[src/rtl/ebad_cfg.svh]
/*
 * constants for the external bus area decoder: register offsets,
 * field positions, reset values and refresh register passwords.
 * assumes inclusion by bare name from design and testbench files.
 */
`ifndef EBAD_CFG_SVH
`define EBAD_CFG_SVH

`define EBAD_OFF_PARITY_CTRL 4'h0
`define EBAD_OFF_REFRESH_CTRL 4'h1
`define EBAD_OFF_REFRESH_TCS 4'h2
`define EBAD_OFF_REFRESH_CNT 4'h3
`define EBAD_OFF_REFRESH_CONST 4'h4
`define EBAD_OFF_BUS_CTRL 4'h5

`define EBAD_PAR_ERR_BIT 15
`define EBAD_PAR_FORCE_BIT 14
`define EBAD_PAR_POL_BIT 13
`define EBAD_PAR_SEL_HI_BIT 12
`define EBAD_PAR_SEL_LO_BIT 11

`define EBAD_BCR_DRAM_BIT 15
`define EBAD_BCR_MUXIO_BIT 14

`define EBAD_PCR_RESET 16'h0000
`define EBAD_BCR_RESET 16'h0000
`define EBAD_RCR_RESET 8'h00
`define EBAD_REFRESH_TIMER_CTRL_STATUS_RESET 8'h00
`define EBAD_REFRESH_COUNTER_REG_RESET 8'h00
`define EBAD_REFRESH_CONSTANT_REG_RESET 8'hFF

`define EBAD_PW_RCR 8'h5A
`define EBAD_PW_REFRESH_TIMER_CTRL_STATUS 8'hA5
`define EBAD_PW_REFRESH_COUNTER_REG 8'h69
`define EBAD_PW_REFRESH_CONSTANT_REG 8'h96

`endif

[src/rtl/ebad_pkg.sv]
/*
 * types for the external bus area decoder.
 * assumes nothing beyond a systemverilog compiler.
 */
package ebad_pkg;

  typedef enum logic [1:0] {
    ebad_size_byte = 2'h0,
    ebad_size_word = 2'h1,
    ebad_size_long = 2'h2
  } ebad_size_t;

  typedef enum logic [1:0] {
    ebad_width_8 = 2'h0,
    ebad_width_16 = 2'h1,
    ebad_width_32 = 2'h2
  } ebad_width_t;

  typedef enum logic [2:0] {
    ebad_idle = 3'b001,
    ebad_busy = 3'b010,
    ebad_done = 3'b100
  } ebad_state_t;

  // cpu access request
  typedef struct packed {
    logic valid;
    logic write;
    ebad_size_t size;
    logic [31:0] addr;
    logic [31:0] wdata;
  } ebad_req_t;

  // one external bus cycle
  typedef struct packed {
    logic active;
    logic write;
    logic [27:0] addr;
    logic [15:0] data;
    logic [7:0] cs_n;
    logic dram;
    logic muxio;
  } ebad_cyc_t;

  // register port
  typedef struct packed {
    logic [3:0] addr;
    logic [15:0] wdata;
    logic wr;
    logic rd;
    logic word;
    logic hi_lane;
  } ebad_reg_t;

endpackage : ebad_pkg

[src/rtl/ebad_top.sv]
/*
 * external bus area decoder: area decode, chip selects, bus width
 * choice, splitting of wide accesses, parity and protected refresh
 * registers.
 * assumes a cpu that holds its request until done, a register master
 * that reads data one cycle after the read strobe, and external
 * memories that return read data in the same cycle as the bus cycle.
 */
// The implementer's own choices: the strobed register port and the address map.
// Overview of operation
// - parity error flag: set on error, read-then-zero clears
// - force bit drives both parity pins high
// - polarity bit: 0 even, 1 odd
// - space field: none, dram, dram plus area2
// - parity control low eleven bits read zero
// - refresh registers written only by word
// - password in upper byte, data lower
// - wrong password discards the whole write
// - refresh registers word read upper byte zero
// - top four address bits ignored, not driven
// - bit 27 picks 8 or 16 bit by default
// - bits 26 to 24 decode eight areas
// - area 0 width from boot mode pins
// - area 5 low half on-chip modules, bit 8 width
// - area 6 width from bit 14 or bit 27
// - area 6 low half muxed io when enabled
// - area 7: on-chip ram or 8-bit external
// - area 1 dram when dram enable set
// - wide accesses split into two or four cycles
// - 16-bit bus byte lanes by address
// - only the decoded chip select goes low
// - no chip select for on-chip spaces
`timescale 1ns/1ps
`include "ebad_cfg.svh"

module ebad_top (
  input wire logic clock,
  input wire logic nrst,
  input wire logic [2:0] boot_mode_pins,
  input wire ebad_pkg::ebad_req_t cpu_req,
  output logic cpu_done,
  output logic [31:0] cpu_rdata,
  output logic cpu_onchip,
  output ebad_pkg::ebad_cyc_t bus_cyc,
  output logic [15:0] addr_data_pins_o,
  output logic [15:0] addr_data_pins_oe,
  input wire logic [15:0] addr_data_pins_i,
  output logic [7:0] area_select_n,
  output logic parity_pin_high_o,
  output logic parity_pin_low_o,
  output logic parity_pins_oe,
  input wire logic parity_pin_high_i,
  input wire logic parity_pin_low_i,
  input wire ebad_pkg::ebad_reg_t reg_bus,
  output logic [15:0] reg_rdata
);

  logic [15:0] bus_control_reg;
  logic parity_error_flag;
  logic parity_force_high;
  logic parity_polarity;
  logic parity_space_sel_hi;
  logic parity_space_sel_lo;
  logic pef_seen;
  logic [7:0] refresh_control_reg;
  logic [7:0] refresh_timer_ctrl_status;
  logic [7:0] refresh_counter_reg;
  logic [7:0] refresh_constant_reg;
  ebad_pkg::ebad_state_t state;
  logic [1:0] beat;
  logic [1:0] next_beat;
  logic [31:0] rbuf;
  logic [2:0] area;
  ebad_pkg::ebad_width_t width;
  logic external;
  logic is_dram;
  logic is_muxio;
  logic [1:0] beats_m1;
  logic [27:0] beat_addr;
  logic [15:0] beat_data;
  logic [1:0] lane;
  logic par_check;
  logic par_err;
  logic [15:0] pcr_value;
  logic wr_word_ok;

  // parity of one byte under current polarity
  function automatic logic lane_parity(input logic [7:0] b, input logic odd);
    lane_parity = (^b) ^ odd;
  endfunction : lane_parity

  // byte of a 32-bit word by byte index
  function automatic logic [7:0] pick_byte(input logic [31:0] w,
                                           input logic [1:0] i);
    pick_byte = w[8*(3-i) +: 8];
  endfunction : pick_byte

  // area decode and width selection
  always_comb begin
    area = cpu_req.addr[26:24];
    width = cpu_req.addr[27] ? ebad_pkg::ebad_width_16
                             : ebad_pkg::ebad_width_8;
    external = 1'b1;
    is_dram = 1'b0;
    is_muxio = 1'b0;
    unique case (area)
      3'h0: begin
        unique case (boot_mode_pins)
          3'b001: width = ebad_pkg::ebad_width_16;
          3'b010: begin
            width = ebad_pkg::ebad_width_32;
            external = 1'b0;
          end
          default: width = ebad_pkg::ebad_width_8;
        endcase
      end
      3'h1: is_dram = bus_control_reg[`EBAD_BCR_DRAM_BIT];
      3'h5: begin
        if (!cpu_req.addr[27]) begin
          external = 1'b0;
          width = cpu_req.addr[8] ? ebad_pkg::ebad_width_16
                                  : ebad_pkg::ebad_width_8;
        end
      end
      3'h6: begin
        if (!cpu_req.addr[27]) begin
          width = cpu_req.addr[14] ? ebad_pkg::ebad_width_16
                                   : ebad_pkg::ebad_width_8;
          is_muxio = bus_control_reg[`EBAD_BCR_MUXIO_BIT];
        end
      end
      3'h7: begin
        if (cpu_req.addr[27]) begin
          width = ebad_pkg::ebad_width_32;
          external = 1'b0;
        end
      end
      default: ;
    endcase
  end

  // beats needed for this access on this width
  always_comb begin
    beats_m1 = 2'h0;
    if (width == ebad_pkg::ebad_width_8) begin
      if (cpu_req.size == ebad_pkg::ebad_size_word) beats_m1 = 2'h1;
      if (cpu_req.size == ebad_pkg::ebad_size_long) beats_m1 = 2'h3;
    end else if (width == ebad_pkg::ebad_width_16) begin
      if (cpu_req.size == ebad_pkg::ebad_size_long) beats_m1 = 2'h1;
    end
  end

  // index of the beat launched at the coming edge
  always_comb begin
    next_beat = 2'h0;
    if (state == ebad_pkg::ebad_busy) next_beat = beat + 2'h1;
  end

  // address and write data of the beat being launched
  always_comb begin
    beat_addr = cpu_req.addr[27:0];
    beat_data = 16'h0000;
    lane = 2'h3;
    if (width == ebad_pkg::ebad_width_8) begin
      beat_addr = cpu_req.addr[27:0] + {26'h0, next_beat};
      if (cpu_req.size == ebad_pkg::ebad_size_long) begin
        lane = next_beat;
      end else if (cpu_req.size == ebad_pkg::ebad_size_word) begin
        lane = {1'b1, next_beat[0]};
      end
      beat_data = {8'h00, pick_byte(cpu_req.wdata, lane)};
    end else begin
      beat_addr = cpu_req.addr[27:0] + {25'h0, next_beat, 1'b0};
      if (cpu_req.size == ebad_pkg::ebad_size_byte) begin
        if (cpu_req.addr[0]) beat_data = {8'h00, cpu_req.wdata[7:0]};
        else beat_data = {cpu_req.wdata[7:0], 8'h00};
      end else if (cpu_req.size == ebad_pkg::ebad_size_word) begin
        beat_data = cpu_req.wdata[15:0];
      end else begin
        beat_data = next_beat[0] ? cpu_req.wdata[15:0]
                                 : cpu_req.wdata[31:16];
      end
    end
  end

  // sequencing of bus beats
  always_ff @(posedge clock or negedge nrst) begin
    if (!nrst) begin
      state <= ebad_pkg::ebad_idle;
      beat <= 2'h0;
    end else begin
      unique case (state)
        ebad_pkg::ebad_idle: begin
          beat <= 2'h0;
          if (cpu_req.valid) state <= ebad_pkg::ebad_busy;
        end
        ebad_pkg::ebad_busy: begin
          if (!external || beat == beats_m1) state <= ebad_pkg::ebad_done;
          else beat <= beat + 2'h1;
        end
        ebad_pkg::ebad_done: begin
          beat <= 2'h0;
          state <= ebad_pkg::ebad_idle;
        end
        default: state <= ebad_pkg::ebad_idle;
      endcase
    end
  end

  assign cpu_done = (state == ebad_pkg::ebad_done);
  assign cpu_onchip = (state == ebad_pkg::ebad_busy) && !external;

  // bus cycle outputs, registered
  always_ff @(posedge clock or negedge nrst) begin
    if (!nrst) begin
      bus_cyc <= '0;
      area_select_n <= 8'hFF;
      addr_data_pins_o <= 16'h0000;
      addr_data_pins_oe <= 16'h0000;
      parity_pin_high_o <= 1'b0;
      parity_pin_low_o <= 1'b0;
      parity_pins_oe <= 1'b0;
    end else begin
      bus_cyc <= '0;
      area_select_n <= 8'hFF;
      addr_data_pins_oe <= 16'h0000;
      parity_pins_oe <= 1'b0;
      if (state != ebad_pkg::ebad_done && cpu_req.valid && external &&
          !(state == ebad_pkg::ebad_busy && beat == beats_m1) ) begin
        bus_cyc.active <= 1'b1;
        bus_cyc.write <= cpu_req.write;
        bus_cyc.addr <= beat_addr;
        bus_cyc.data <= beat_data;
        bus_cyc.dram <= is_dram;
        bus_cyc.muxio <= is_muxio;
        if (!is_dram) area_select_n <= ~(8'h01 << area);
        bus_cyc.cs_n <= is_dram ? 8'hFF : ~(8'h01 << area);
        addr_data_pins_o <= beat_data;
        if (cpu_req.write) begin
          addr_data_pins_oe <= (width == ebad_pkg::ebad_width_8) ?
                               16'h00FF : 16'hFFFF;
          parity_pins_oe <= par_check;
          parity_pin_high_o <= parity_force_high |
                               lane_parity(beat_data[15:8], parity_polarity);
          parity_pin_low_o <= parity_force_high |
                              lane_parity(beat_data[7:0], parity_polarity);
        end
      end
    end
  end

  // parity space selection
  always_comb begin
    par_check = 1'b0;
    unique case ({parity_space_sel_hi, parity_space_sel_lo})
      2'b01: par_check = is_dram;
      2'b10: par_check = is_dram || (area == 3'h2 && external);
      default: par_check = 1'b0;
    endcase
  end

  // read check of the beat currently on the bus
  always_comb begin
    par_err = 1'b0;
    if (bus_cyc.active && !bus_cyc.write && par_check) begin
      par_err = (lane_parity(addr_data_pins_i[7:0], parity_polarity) !=
                 parity_pin_low_i);
      if (width != ebad_pkg::ebad_width_8) begin
        par_err = par_err || (lane_parity(addr_data_pins_i[15:8],
                  parity_polarity) != parity_pin_high_i);
      end
    end
  end

  // gather read data from bus beats
  always_ff @(posedge clock or negedge nrst) begin
    if (!nrst) begin
      rbuf <= 32'h0000_0000;
    end else if (state == ebad_pkg::ebad_idle) begin
      rbuf <= 32'h0000_0000;
    end else if (bus_cyc.active && !bus_cyc.write) begin
      if (width == ebad_pkg::ebad_width_8) begin
        rbuf <= {rbuf[23:0], addr_data_pins_i[7:0]};
      end else if (cpu_req.size == ebad_pkg::ebad_size_byte) begin
        rbuf <= {24'h000000, (cpu_req.addr[0] ? addr_data_pins_i[7:0]
                             : addr_data_pins_i[15:8])};
      end else begin
        rbuf <= {rbuf[15:0], addr_data_pins_i};
      end
    end
  end

  assign cpu_rdata = rbuf;

  assign pcr_value = {parity_error_flag, parity_force_high, parity_polarity,
                      parity_space_sel_hi, parity_space_sel_lo,
                      11'h000};

  // protected registers need a word write
  assign wr_word_ok = reg_bus.wr && reg_bus.word;

  // parity control register and error flag
  always_ff @(posedge clock or negedge nrst) begin
    if (!nrst) begin
      parity_error_flag <= 1'b0;
      pef_seen <= 1'b0;
      parity_force_high <= 1'b0;
      parity_polarity <= 1'b0;
      parity_space_sel_hi <= 1'b0;
      parity_space_sel_lo <= 1'b0;
    end else begin
      if (reg_bus.rd && reg_bus.addr == `EBAD_OFF_PARITY_CTRL &&
          parity_error_flag) begin
        pef_seen <= 1'b1;
      end
      if (reg_bus.wr && reg_bus.addr == `EBAD_OFF_PARITY_CTRL) begin
        parity_force_high <= reg_bus.wdata[`EBAD_PAR_FORCE_BIT];
        parity_polarity <= reg_bus.wdata[`EBAD_PAR_POL_BIT];
        parity_space_sel_hi <= reg_bus.wdata[`EBAD_PAR_SEL_HI_BIT];
        parity_space_sel_lo <= reg_bus.wdata[`EBAD_PAR_SEL_LO_BIT];
        if (!reg_bus.wdata[`EBAD_PAR_ERR_BIT] && pef_seen) begin
          parity_error_flag <= 1'b0;
          pef_seen <= 1'b0;
        end
      end
      if (par_err) parity_error_flag <= 1'b1;
    end
  end

  // bus control register
  always_ff @(posedge clock or negedge nrst) begin
    if (!nrst) begin
      bus_control_reg <= `EBAD_BCR_RESET;
    end else if (reg_bus.wr && reg_bus.addr == `EBAD_OFF_BUS_CTRL) begin
      bus_control_reg <= reg_bus.wdata;
    end
  end

  // password protected refresh registers
  always_ff @(posedge clock or negedge nrst) begin
    if (!nrst) begin
      refresh_control_reg <= `EBAD_RCR_RESET;
      refresh_timer_ctrl_status <= `EBAD_REFRESH_TIMER_CTRL_STATUS_RESET;
      refresh_counter_reg <= `EBAD_REFRESH_COUNTER_REG_RESET;
      refresh_constant_reg <= `EBAD_REFRESH_CONSTANT_REG_RESET;
    end else if (wr_word_ok) begin
      if (reg_bus.addr == `EBAD_OFF_REFRESH_CTRL &&
          reg_bus.wdata[15:8] == `EBAD_PW_RCR) begin
        refresh_control_reg <= reg_bus.wdata[7:0];
      end
      if (reg_bus.addr == `EBAD_OFF_REFRESH_TCS &&
          reg_bus.wdata[15:8] == `EBAD_PW_REFRESH_TIMER_CTRL_STATUS) begin
        refresh_timer_ctrl_status <= reg_bus.wdata[7:0];
      end
      if (reg_bus.addr == `EBAD_OFF_REFRESH_CNT &&
          reg_bus.wdata[15:8] == `EBAD_PW_REFRESH_COUNTER_REG) begin
        refresh_counter_reg <= reg_bus.wdata[7:0];
      end
      if (reg_bus.addr == `EBAD_OFF_REFRESH_CONST &&
          reg_bus.wdata[15:8] == `EBAD_PW_REFRESH_CONSTANT_REG) begin
        refresh_constant_reg <= reg_bus.wdata[7:0];
      end
    end
  end

  // register read data, one cycle after strobe
  always_ff @(posedge clock or negedge nrst) begin
    if (!nrst) begin
      reg_rdata <= 16'h0000;
    end else if (reg_bus.rd) begin
      unique case (reg_bus.addr)
        `EBAD_OFF_PARITY_CTRL: reg_rdata <= pcr_value;
        `EBAD_OFF_BUS_CTRL: reg_rdata <= bus_control_reg;
        `EBAD_OFF_REFRESH_CTRL: reg_rdata <= {8'h00, refresh_control_reg};
        `EBAD_OFF_REFRESH_TCS:
          reg_rdata <= {8'h00, refresh_timer_ctrl_status};
        `EBAD_OFF_REFRESH_CNT: reg_rdata <= {8'h00, refresh_counter_reg};
        `EBAD_OFF_REFRESH_CONST: reg_rdata <= {8'h00, refresh_constant_reg};
        default: reg_rdata <= 16'h0000;
      endcase
    end else begin
      reg_rdata <= 16'h0000;
    end
  end

endmodule : ebad_top

[config.mk]
export PLATFORM = sky130hd
export DESIGN_NAME = ebad_top
export DESIGN_NICKNAME = d
export VERILOG_FILES = /design/src/rtl/ebad_pkg.sv /design/src/rtl/ebad_top.sv
export VERILOG_INCLUDE_DIRS = /design/src /design/src/rtl
export SDC_FILE = /design/constraint.sdc
export NUM_CORES = 1
export LEC_CHECK = 0
export ABC_AREA = 1
export BUFFER_PORTS_ARGS = -buffer_cell sky130_fd_sc_hd__buf_2
export CORE_ASPECT_RATIO = 0.6
export CORE_MARGIN = 10
export CORE_UTILIZATION = 45
export DETAILED_ROUTE_END_ITERATION = 10
export PLACE_DENSITY = 0.73
export RECOVER_POWER = 50
export SLEW_MARGIN = 10
export SYNTH_ARGS = -nofsm -noshare
export SYNTH_HDL_FRONTEND = slang
export SYNTH_SLANG_ARGS = --single-unit
[constraint.sdc]
create_clock -name clock -period 2.82 [get_ports clock]
set_input_delay 0.423 -clock clock [delete_from_list [all_inputs] [get_ports clock]]
set_output_delay 0.423 -clock clock [all_outputs]
set_load 0.02 [all_outputs]
Yosys cells after proc, flatten, opt, wreduce, memory -nomap -nowiden:

Cells that the tools add are included.

* register bits: 206
* output and inout port bits: 149
* bits of input ports: 115
* word-level logic and storage cells: 178

* shifts and indexed selects: 2
* reduce and logical (&&, ||, !) cells: 47
* equality and inequality tests: 31
* bitwise gates (word level): 7
* add/subtract/negate cells: 4
* mux-type cells: 59

Operators with widths (number)
* 2-to-1 mux 16 bit: 9
* 2-to-1 mux 32 bit: 4
* one-hot mux 16 bit (6 select lines): 1
* 2-to-1 mux 56 bit: 1
* variable part select 32 x 33 -> 8 bit: 1
* XOR reduction 8 bit: 4
* adder 28 x 2 -> 28 bit: 1
* adder 28 x 3 -> 28 bit: 1
* 2-to-1 mux 28 bit: 1
* 2-to-1 mux 1 bit: 25
* 2-to-1 mux 8 bit: 3
* logical AND 1 bit: 18
* equality test 8 x 7 -> 1 bit (second input constant): 2
* equality test 8 bit (second input constant): 2
* AND reduction 2 bit: 8
* 2-to-1 mux 2 bit: 7
* equality test 3 bit (second input constant): 4
* nonzero test 2 bit: 5
* equality test 3 x 1 -> 1 bit (second input constant): 3
* equality test 3 x 2 -> 1 bit (second input constant): 3
* equality test 4 x 2 -> 1 bit (second input constant): 2
* equality test 4 x 3 -> 1 bit (second input constant): 2
* inverter 8 bit: 1
* one-hot mux 2 bit (2 select lines): 2
* 24 further kinds: 40

Depth between registers and ports, before layout:

Gate-level depths: netlist of run 1.

* depth after elaboration: 11
* gate-level depth with buffers: 21
* mapped depth without buffers: 20

Worst setup path before layout of run 1:

No wires, ideal clock.

* kind: register to register
* from: reg state[2]
* to: reg bus_cyc[50] in the netlist's numbering
* period minus slack after synthesis: 2.467 ns
* stages on the path, launching flop included: 16
* library setup time: 0.121 ns
* path buffers: 0
* arrival: 2.346 ns
* path slack: 0.353 ns
* required time: 2.699 ns
* cells stage by stage: dfrtp_1 inv_1 nand3_1 nor2_1 inv_1 fa_1 nor2_1 nand2_1 nand2_1 nand2_1 nor2_2 nand3b_1 nor3_2 nand3_1 nand2_1 a21oi_1

* cells in the longest elaborated chain, start to end: 5
* elaborated cells between the ends (all ways): 12
* classes of those cells: add/sub (2); eq/ne (2); mux (3); reduce/logical (5)

Ends and longest elaborated chain
* from (decl): line ebad_top.sv:69 `ebad_pkg::ebad_state_t state;`
* from (signal assigned): line ebad_top.sv:189 `state <= ebad_pkg::ebad_idle;`
* from (signal assigned): line ebad_top.sv:195 `if (cpu_req.valid) state <= ebad_pkg::ebad_busy;`
* from (signal assigned): line ebad_top.sv:198 `if (!external || beat == beats_m1) state <= ebad_pkg::ebad_done;`
* equality test 3 x 2 -> 1 bit / != test 3 bit (equally long branches): line ebad_top.sv:156, ebad_top.sv:229, ebad_top.sv:228
* 2-to-1 mux 2 bit, or another cell as far along: line ebad_top.sv:156 `if (state == ebad_pkg::ebad_busy) next_beat = beat + 2'h1;`
* adder 28 x 3 -> 28 bit, or another cell as far along: line ebad_top.sv:173 `beat_addr = cpu_req.addr[27:0] + {25'h0, next_beat, 1'b0};`
* 2-to-1 mux 28 bit / logical AND 1 bit (equally long branches): line ebad_top.sv:164, ebad_top.sv:228
* 2-to-1 mux 56 bit (*): line ebad_top.sv:228 `if (state != ebad_pkg::ebad_done && cpu_req.valid && external &&`
* to (decl): line ebad_top.sv:44 `output ebad_pkg::ebad_cyc_t bus_cyc,`

Mark *: on every way between the ends. The rest lies on a longest branch, timed or not.
A chain may end at the register's enable or synchronous reset.

Final worst setup path of run 1:

Same ends and word-level chain as after synthesis.

==> results.yml, run 1 <==
critical_path:
  crit_type: "reg2reg"
  cp_max_fo: 4
  reg2reg_depth: 16
  r2r-start: "state[2]$_DFFE_PN0P_"
  reg2reg_slack_ps: 170
  cp-start-kind: "flop"
  reg2reg_to: "bus_cyc[50]$_DFF_PN0_"
  cp-end-kind: "flop"
  crit_required_ps: 3140
  cp.arrival_ps: 2970
global_routing:
  antenna_found_initial: 7
  grt_pass1_vias: 9084
  track_usage: 0.221
  overflow: 0
  grt_pass1_wl_mm: 50.1
  grt_max_degree: 58
synthesis:
  ys_warn_count: 0
  synthMuxAreaShare: 0
  synth_async_sr_flop_share: 1.00
  synth_top_family_by_area: "simple AND/OR/NAND/NOR gates"
  synthTopCellsByCount: "nand2_1, dfrtp_1, inv_1"
  synth_flop_cell: "dfrtp_1"
  yosys_register_bits: 191
  syn_avg_cell_area_um2: 7.92
  yosys.area_share.simple: 0.254
  synth_xor_area_frac: 0.0372
  synth_area_leaders: "dfrtp_1, nand2_1, o21ai_0, nand3_1, inv_1"
  yosysMostFrequentCell: "nand2_1"
  syn_nets: 1374
  synth_compound_gate_area_share: 0.120
  synth_top_cell_area_share: 0.441
  synth_area_um2: 9880
  yosysSeqAreaShare: 0.486
  syn_inst: 1248
  synthAdderAreaFrac: 0.0154
  synth_top_cell_by_area: "dfrtp_1"
  synth_edf_count: 0
  synth_cell_types: 48
finish:
  multi_input_area_um2: 4230
  seq_area_um2: 4800
  area_growth_pct: 22.2
  largest-register: "bus_cyc"
  fillers: 2004
  layout.nets: 1627
  fin_cells: 1801
  drive_above_1_share: 0.206
  largest_reg_flops: 55
floorplan:
  die_w_um: 211
  core-area_um2: 21300
  rows: 41
  start_util: 0.464
  die_area_um2: 28500
  fp.dieH_um: 135
  ios: 264
sta:
  fin_tns_setup_ps: 0
  drv_slew: 0
  period_minus_slack_ps: 2650
  worst_slew_pin_slew_ps: 1400
  whs_ps: 252
  max_slew_margin: 0.0642
  fmax_ghz: 0.378
  skew_ps: 6.79
  post-route-period-util: 0.938
  hold_violations: 0
  setup_viol: 0
  grt_setup_unrepaired: "yes"
clock_network:
  clock_path_buffers: 2
  numCtsBuffers: 17
  htreeDepth: 4
  clkLatencyLatePin_ps: 430
  clkSlewWorstSetupHoldPaths_ps: 70
  cts_root_buffer: "clkbuf_16"
  cts_tree: "built"
  cts.sinks: 191
route:
  wl_per_cell_um: 17.8
  drtPass1Iterations: 5
  dr.first_iter.drc_count: 795
  vias: 9456
  post-route-drc-count: 0
  finalWirelength_mm: 32.0
  vias_per_cell: 5.25
  ant_nets: 0
worst_hold_path:
  hold_end: "bus_cyc[49]$_DFF_PN0_"
  min-delay-start: "cpu_req[55]"
  min_path_type: "in2reg"
  hold_path_depth: 3
power:
  finalPower_mw: 8.86
  p_leak_nw: 6.16
  power_density_nw_per_um2: 733
  irDropWorstVdd_mv: 0.485
outcome:
  run_status: "finished, final reports clean"
placed_design:
  dp_hpwl_mm: 24.8
  globalplace.congestion: 0.922
  place_inst: 1760
  port_buffers: 258
run:
  drv_cap: 0
-- worst max path at each step --
stage	start	endpoint	slack [ps]	depth (start not counted)
after floorplan	state[2]$_DFFE_PN0P_	bus_cyc[50]$_DFF_PN0_	350	15
after global placement	cpu_req[64]	parity_pin_low_o$_DFFE_PN0P_	200	21
after detailed placement	state[2]$_DFFE_PN0P_	bus_cyc[50]$_DFF_PN0_	180	16
after CTS	state[2]$_DFFE_PN0P_	bus_cyc[50]$_DFF_PN0_	150	16
after global routing	state[2]$_DFFE_PN0P_	bus_cyc[50]$_DFF_PN0_	-40	15
final	state[2]$_DFFE_PN0P_	bus_cyc[50]$_DFF_PN0_	170	16
-- layout by cell type, fill, tap and decap left out, drive strengths merged, types with 4 or more instances in the layout --
| cell | synthesis | final |
|---|---|---|
| xnor2 | 18 | 18 |
| o32ai | 7 | 7 |
| o211ai | 15 | 15 |
| ha | 9 | 9 |
| nand3b | 4 | 4 |
| o21ai | 134 | 134 |
| clkinv | 1 | 7 |
| nand2 | 318 | 318 |
| diode | 0 | 8 |
| xor2 | 24 | 24 |
| inv | 139 | 144 |
| nor4 | 4 | 4 |
| buf | 38 | 230 |
| nor2 | 117 | 117 |
| o22ai | 5 | 5 |
| nor3 | 12 | 12 |
| nand4 | 15 | 15 |
| nand3 | 111 | 111 |
| dfstp | 17 | 17 |
| a211oi | 9 | 9 |
| a21oi | 35 | 35 |
| clkbuf | 26 | 84 |
| dfrtp | 174 | 174 |
-- metrics by stage --
stage           util  worst slack, ps  instance area, µm²
4_1_cts        0.572              148               12200
2_1_floorplan      -              353                9880
3_5_place_dp   0.543              177               11600
5_1_grt        0.567            -39.3               12100
3_3_place_gp   0.543              204               11600
6_report       0.567              174               12100
-- worst max-delay path, cell delays in order (launching register included) --
cell and delay (ps):
dfrtp_1 400, inv_1 80, nand3_1 120, nor2_1 170, ha_1 160, inv_1 60
fa_1 400, nor2_1 160, nand2_1 70, nand2_1 80, nand2_1 90, nor2_4 160
nand3b_1 170, nor3_2 210, nand3_1 100, nand2_1 70, a21oi_1 40
-- kinds of logic after synthesis --
family,count (synthesis)
and+or+nand+nor,587
AOI/OAI and AO/OA,213
buffers and inverters,204
DFF,191
xor gates and xnor gates,42
adders and majority gates,11
-- cell type report --
| class | count | share of cell area |
|---|---|---|
| Clock inverter | 15 | 0.0146 |
| Timing Repair Buffer | 298 | 0.128 |
| Antenna cell | 8 | 0.00166 |
| Multi-Input combinational cell | 853 | 0.350 |
| Tap cell | 279 | 0.0289 |
| Inverter | 140 | 0.0437 |
| Sequential cell | 191 | 0.397 |
| Clock buffer | 17 | 0.0352 |
-- timing repair --
action,in CTS,in global routing
endpoints found under the setup margin,0,5
hold buffers,1,0
buffers inserted,0,0
endpoints found under the hold margin,47,0
resized for setup,0,6
-- per-layer routing --
metal | up-vias | routed length [µm] | part of all wire | global-route usage
met5 | - | 0 | 0 | 0
met4 | 0 | 393 | 0.012 | 0.0513
met3 | 33 | 3250 | 0.10 | 0.0679
met2 | 425 | 13500 | 0.42 | 0.325
met1 | 4459 | 14800 | 0.46 | 0.310
li1 | 4539 | - | - | -
-- power by group --
part	internal, mW	switching (mW)	leakage, nW	total (mW)
Combinational	0.890	1.98	3.37	2.87
Clock	1.34	1.15	0.291	2.49
Sequential	3.19	0.310	2.49	3.50
Total	5.42	3.44	6.16	8.86
No activity file was read; power rests on OpenSTA's default activity.
==> run 2, diff against run 1 <==
- PLACE_DENSITY: 0.73 -> 0.7
==> run 2 against run 1 <==
Count of clock-buffer cells in the layout unchanged. Clock skew down 0.68 ps. First-iteration DRC count up 22%. Maximum frequency up 2.7%. Power up 1.1%. Critical endpoint unchanged. Flip-flop and latch count unchanged. Wire length down 0.58%.
==> results.yml, run 2 (synthesis gave the netlist of run 1 again) <==
critical_path:
  slowest_delay_ps: 400
  cpMaxStageDelayCell: "fa_1"
  cp-start-kind: "flop"
  crit_chain: "inv_1, nand3_1, nor2_2, ha_1, inv_1, fa_1, nor2_1, nand2_1, nand2_1, nand2_1, nor2_4, nand3b_1, nor3_2, nand3_1, nand2_1, a21oi_1"
  cp_max_fo: 4
  cp.arrival_ps: 2910
  cpLargestDelayFamily: "simple AND/OR/NAND/NOR gates"
  cp-end-kind: "flop"
  critPathBufInv: 2
  cp_common_cell: "nand2_1"
  crit_required_ps: 3160
  crit_type: "reg2reg"
run:
  drv_cap: 0
floorplan:
  start_util: 0.464
  die_area_um2: 28500
  ios: 264
  die_w_um: 211
  rows: 41
  core-area_um2: 21300
  fp.dieH_um: 135
global_routing:
  grt_max_degree: 70
  overflow: 0
  grt_pass1_vias: 8986
  antenna_found_initial: 0
  grt_pass1_wl_mm: 50.3
  track_usage: 0.221
power:
  power_density_nw_per_um2: 740
  p_leak_nw: 6.22
  irDropWorstVdd_mv: 0.502
clock_network:
  cts_tree: "built"
  cts_root_buffer: "clkbuf_16"
  cts.sinks: 191
  clkSlewWorstSetupHoldPaths_ps: 70
  clock_path_buffers: 2
  clkLatencyLatePin_ps: 440
  htreeDepth: 4
  numCtsBuffers: 17
sta:
  drv_slew: 0
  fin_ws_ps: 243
  fin_tns_setup_ps: 0
  fmax_ghz: 0.388
  worst_slew_pin_slew_ps: 1490
  setup_viol: 0
  grt_setup_unrepaired: "no"
  period_minus_slack_ps: 2580
  hold_violations: 0
  skew_ps: 6.11
  max_slew_margin: 0.00537
  post-route-period-util: 0.914
finish:
  layout_commonest_cell: "nand2_1"
  layout.nets: 1626
  final_cell_mix: "nand2_1, buf_2, dfrtp_1"
  fillers: 2008
  largest_reg_flops: 55
  n_antenna_cell: 0
  area_growth_pct: 22.3
  fin_util: 0.568
  largest-register: "bus_cyc"
  final_area_um2: 12100
  drive_above_1_share: 0.211
route:
  vias: 9415
  ant_nets: 0
  wl_per_cell_um: 17.7
  vias_per_cell: 5.25
  drtPass1Iterations: 6
  post-route-drc-count: 0
  finalWirelength_mm: 31.8
  dr.first_iter.drc_count: 971
placed_design:
  dp_hpwl_mm: 24.4
  globalplace.congestion: 0.918
  preCtsSetupSlack_ps: 90.9
  port_buffers: 258
  placed_area_um2: 11500
outcome:
  run_status: "finished, final reports clean"
worst_hold_path:
  min_path_type: "in2reg"
## run 2: final cells by class
type	count	area (µm²)	share of cell area
Sequential cell	191	4800	0.397
Multi-Input combinational cell	853	4220	0.349
Timing Repair Buffer	297	1560	0.129
Clock buffer	17	425	0.0352
Inverter	140	528	0.0437
Clock inverter	15	201	0.0167
Tap cell	279	349	0.0289
## run 2: path summary, 6_finish.rpt
kind / cells after the start / start / end / slack [ps]
min in group asynchronous: 2 / nrst / bus_cyc[35]$_DFF_PN0_ / 860
min reg2reg: 2 / addr_data_pins_o[11]$_DFFE_PN0P_ / addr_data_pins_o[11]$_DFFE_PN0P_ / 480
min: 3 / cpu_req[55] / bus_cyc[49]$_DFF_PN0_ / 240
max in group asynchronous: 3 / nrst / parity_force_high$_DFFE_PN0P_ / 410
max reg2reg: 16 / state[0]$_DFFE_PN1P_ / bus_cyc[50]$_DFF_PN0_ / 240
max: 16 / state[0]$_DFFE_PN1P_ / bus_cyc[50]$_DFF_PN0_ / 240
## run 2: metrics by stage
stage | hold WS, ps | total power, mW | std cells
floorplan | 127 | 5.28 | 1248
global placement | 414 | 6.36 | 1759
detailed placement | 418 | 6.40 | 1759
CTS | 230 | 9.01 | 1792
global route | 252 | 9.47 | 1792
finish | 242 | 8.95 | 1792
## run 2: per-layer routing
layer | vias up | global-route usage | routed length (µm)
li1 | 4518 | - | -
met1 | 4435 | 0.311 | 14600
met2 | 433 | 0.323 | 13600
met3 | 29 | 0.0700 | 3280
met4 | 0 | 0.0501 | 358
met5 | - | 0 | 0
## run 2: where the power goes
| part | switching [mW] | internal [mW] |
|---|---|---|
| registers | 0.293 | 3.19 |
| logic | 1.98 | 0.889 |
| clock network | 1.18 | 1.43 |
## run 2: worst reg2reg max path, stage by stage, from the launching register on
cell      delay, ps
dfstp_1         380
inv_1            90
nand3_1         130
nor2_2          150
ha_1            160
inv_1            50
fa_1            400
nor2_1          150
nand2_1          60
nand2_1          80
nand2_1          80
nor2_4          140
nand3b_1        170
nor3_2          220
nand3_1         100
nand2_1          70
a21oi_1          40
## run 2: repair_timing
item | 4_1_cts | 5_1_grt
endpoints found under the setup margin | 0 | 5
gates resized for setup | 0 | 3
setup buffers | 0 | 0
hold buffers | 1 | 0
hold endpoints to repair | 46 | 0
==> run 3, diff against run 2 <==
- PLACE_DENSITY: 0.7 -> 0.73
- clock period: 2.82 -> 2.1 ns (I/O delays scaled with it)
==> run 3 against run 2 <==
The flow now finishes with violations (setup timing). Via count is 7.1% higher. Flip-flop and latch count stayed put. Sequential share of layout area is 4.2 points lower. Clock power is 29% higher. Worst setup slack worse by 610 ps. Register-to-register slack worse by 610 ps. Combinational power is 67% higher. Critical path depth is 2 lower. Sequential power is 34% higher. Die area stayed put. Maximum frequency is 4.3% higher.
==> results.yml, run 3 (synthesis gave the netlist of run 1 again) <==
sta:
  period_minus_slack_ps: 2470
  fin_ws_ps: -370
  setup_viol: 27
  drv_slew: 0
  whs_ps: 155
  post-route-period-util: 1.18
  worst_slew_pin_slew_ps: 1130
  max_slew_margin: 0.248
  fmax_ghz: 0.405
  grt_setup_unrepaired: "yes"
  fin_tns_setup_ps: -5830
  skew_ps: 8.84
  hold_violations: 0
placed_design:
  placed_area_um2: 12200
  globalplace.congestion: 0.952
  dp_hpwl_mm: 25.6
  place_inst: 1839
  port_buffers: 258
  preCtsSetupSlack_ps: -292
outcome:
  run_status: "complete, but fails checks"
  failed_checks: "setup timing"
critical_path:
  critPathBufInv: 4
  cpLargestDelayFamily: "simple AND/OR/NAND/NOR gates"
  crit_type: "reg2reg"
  slowest_delay_ps: 540
  cp_max_fo: 6
  reg2reg_to: "bus_cyc[45]$_DFF_PN0_"
  reg2reg_depth: 14
  r2r-start: "state[0]$_DFFE_PN1P_"
  cpMaxStageDelayCell: "dfstp_2"
  cp-end-kind: "flop"
  reg2reg_slack_ps: -370
  cp_common_cell: "buf_6"
  crit_required_ps: 2430
  cp-start-kind: "flop"
  crit_chain: "inv_2, nand3_4, nor2_4, buf_6, buf_6, ha_4, fa_2, or2_1, o21ai_4, nor2_4, nand3_2, buf_6, xor2_1, nor2_1"
  cp.arrival_ps: 2800
clock_network:
  cts.sinks: 191
  htreeDepth: 4
  cts_root_buffer: "clkbuf_16"
  clkLatencyLatePin_ps: 440
  cts_tree: "built"
  clock_path_buffers: 2
  clkSlewWorstSetupHoldPaths_ps: 70
  numCtsBuffers: 17
power:
  swShare: 0.385
  power_density_nw_per_um2: 950
  irDropWorstVdd_mv: 0.653
  intPower_mw: 7.88
  p_leak_nw: 6.91
  sequentialPowerShare: 0.365
  clkPwrFrac: 0.262
  switchingPower_mw: 4.94
  finalPower_mw: 12.8
  combPwrFrac: 0.373
floorplan:
  core-area_um2: 21300
  rows: 41
  start_util: 0.464
  ios: 264
  die_area_um2: 28500
  die_w_um: 211
  fp.dieH_um: 135
finish:
  final_area_um2: 13500
  area_growth_pct: 36.6
  layout_commonest_cell: "nand2_1"
  layout.nets: 1728
  final_cell_mix: "nand2_1, buf_2, dfrtp_1"
  fin_util: 0.634
  fillers: 1833
  largest-register: "bus_cyc"
  drive_above_1_share: 0.332
  fin_cells: 1896
  largest_reg_flops: 55
worst_hold_path:
  min-delay-start: "reg_bus[2]"
  min_path_type: "in2reg"
  hold_end: "reg_rdata[9]$_DFF_PN0_"
  hold_path_depth: 3
route:
  post-route-drc-count: 0
  drtPass1Iterations: 6
  dr.first_iter.drc_count: 1024
  wl_per_cell_um: 18.1
  finalWirelength_mm: 34.3
  vias: 10083
  ant_nets: 0
  vias_per_cell: 5.32
global_routing:
  grt_pass1_vias: 9719
  track_usage: 0.233
  grt_max_degree: 68
  grt_pass1_wl_mm: 53.0
  overflow: 0
  antenna_found_initial: 3
run:
  drv_cap: 0
==> run 3: cell types whose count changed in the layout (fill, tap and decap cells not counted), sizes merged <==
| cell | previous run | this run |
|---|---|---|
| buf | 245 | 362 |
| clkbuf | 68 | 55 |
| clkinvlp | 1 | 4 |
| clkinv | 6 | 4 |
| diode | 0 | 2 |
| inv | 145 | 143 |
| bufinv | 3 | 2 |
==> run 3: area by class of cell <==
type                    count  area, µm²  area share
well taps                 279        349      0.0259
clock inverters            13        150      0.0111
inverters                 140        537      0.0398
repair buffers            399       2480       0.184
multi-input cells         853       4720       0.350
flip-flops and latches    191       4800       0.356
clock buffers              19        453      0.0335
diodes                      2       5.00    0.000371
==> run 3: tightest hold or removal path, stage by stage <==
cell	delay [ps]
buf_2	100
nand2_1	100
nor2_1	50
==> run 3: worst max path at each step <==
stage / from / end / slack [ps] / cells after the start
CTS: state[0]$_DFFE_PN1P_ / bus_cyc[53]$_DFF_PN0_ / -240 / 15
global route: state[2]$_DFFE_PN0P_ / bus_cyc[50]$_DFF_PN0_ / -500 / 16
finish: state[0]$_DFFE_PN1P_ / bus_cyc[45]$_DFF_PN0_ / -370 / 14
floorplan: state[2]$_DFFE_PN0P_ / bus_cyc[50]$_DFF_PN0_ / -200 / 16
global placement: state[2]$_DFFE_PN0P_ / bus_cyc[50]$_DFF_PN0_ / -280 / 16
detailed placement: state[0]$_DFFE_PN1P_ / bus_cyc[53]$_DFF_PN0_ / -290 / 15
==> run 3: metal layers <==
layer | up-vias | GRT usage | routed length (µm)
met5 | - | 0 | 13
met4 | 2 | 0.0608 | 648
met3 | 53 | 0.0769 | 3320
met2 | 465 | 0.353 | 15100
met1 | 4816 | 0.314 | 15200
li1 | 4747 | - | -
==> run 3: power groups by stage <==
stage	Sequential (mW)	Clock, mW	Combinational (mW)
detailed placement	4.74	0	4.34
CTS	4.68	3.39	4.50
global placement	4.73	0	4.25
finish	4.68	3.36	4.78
global route	4.75	3.56	5.21
floorplan	5.27	0	1.89
==> run 3: what timing repair did <==
action	CTS	global route
buffers inserted	14	12
hold endpoints to repair	33	0
gates resized for setup	50	93
hold buffers	1	0
setup endpoints to repair	27	47
pin swaps	29	59
gates cloned	1	1
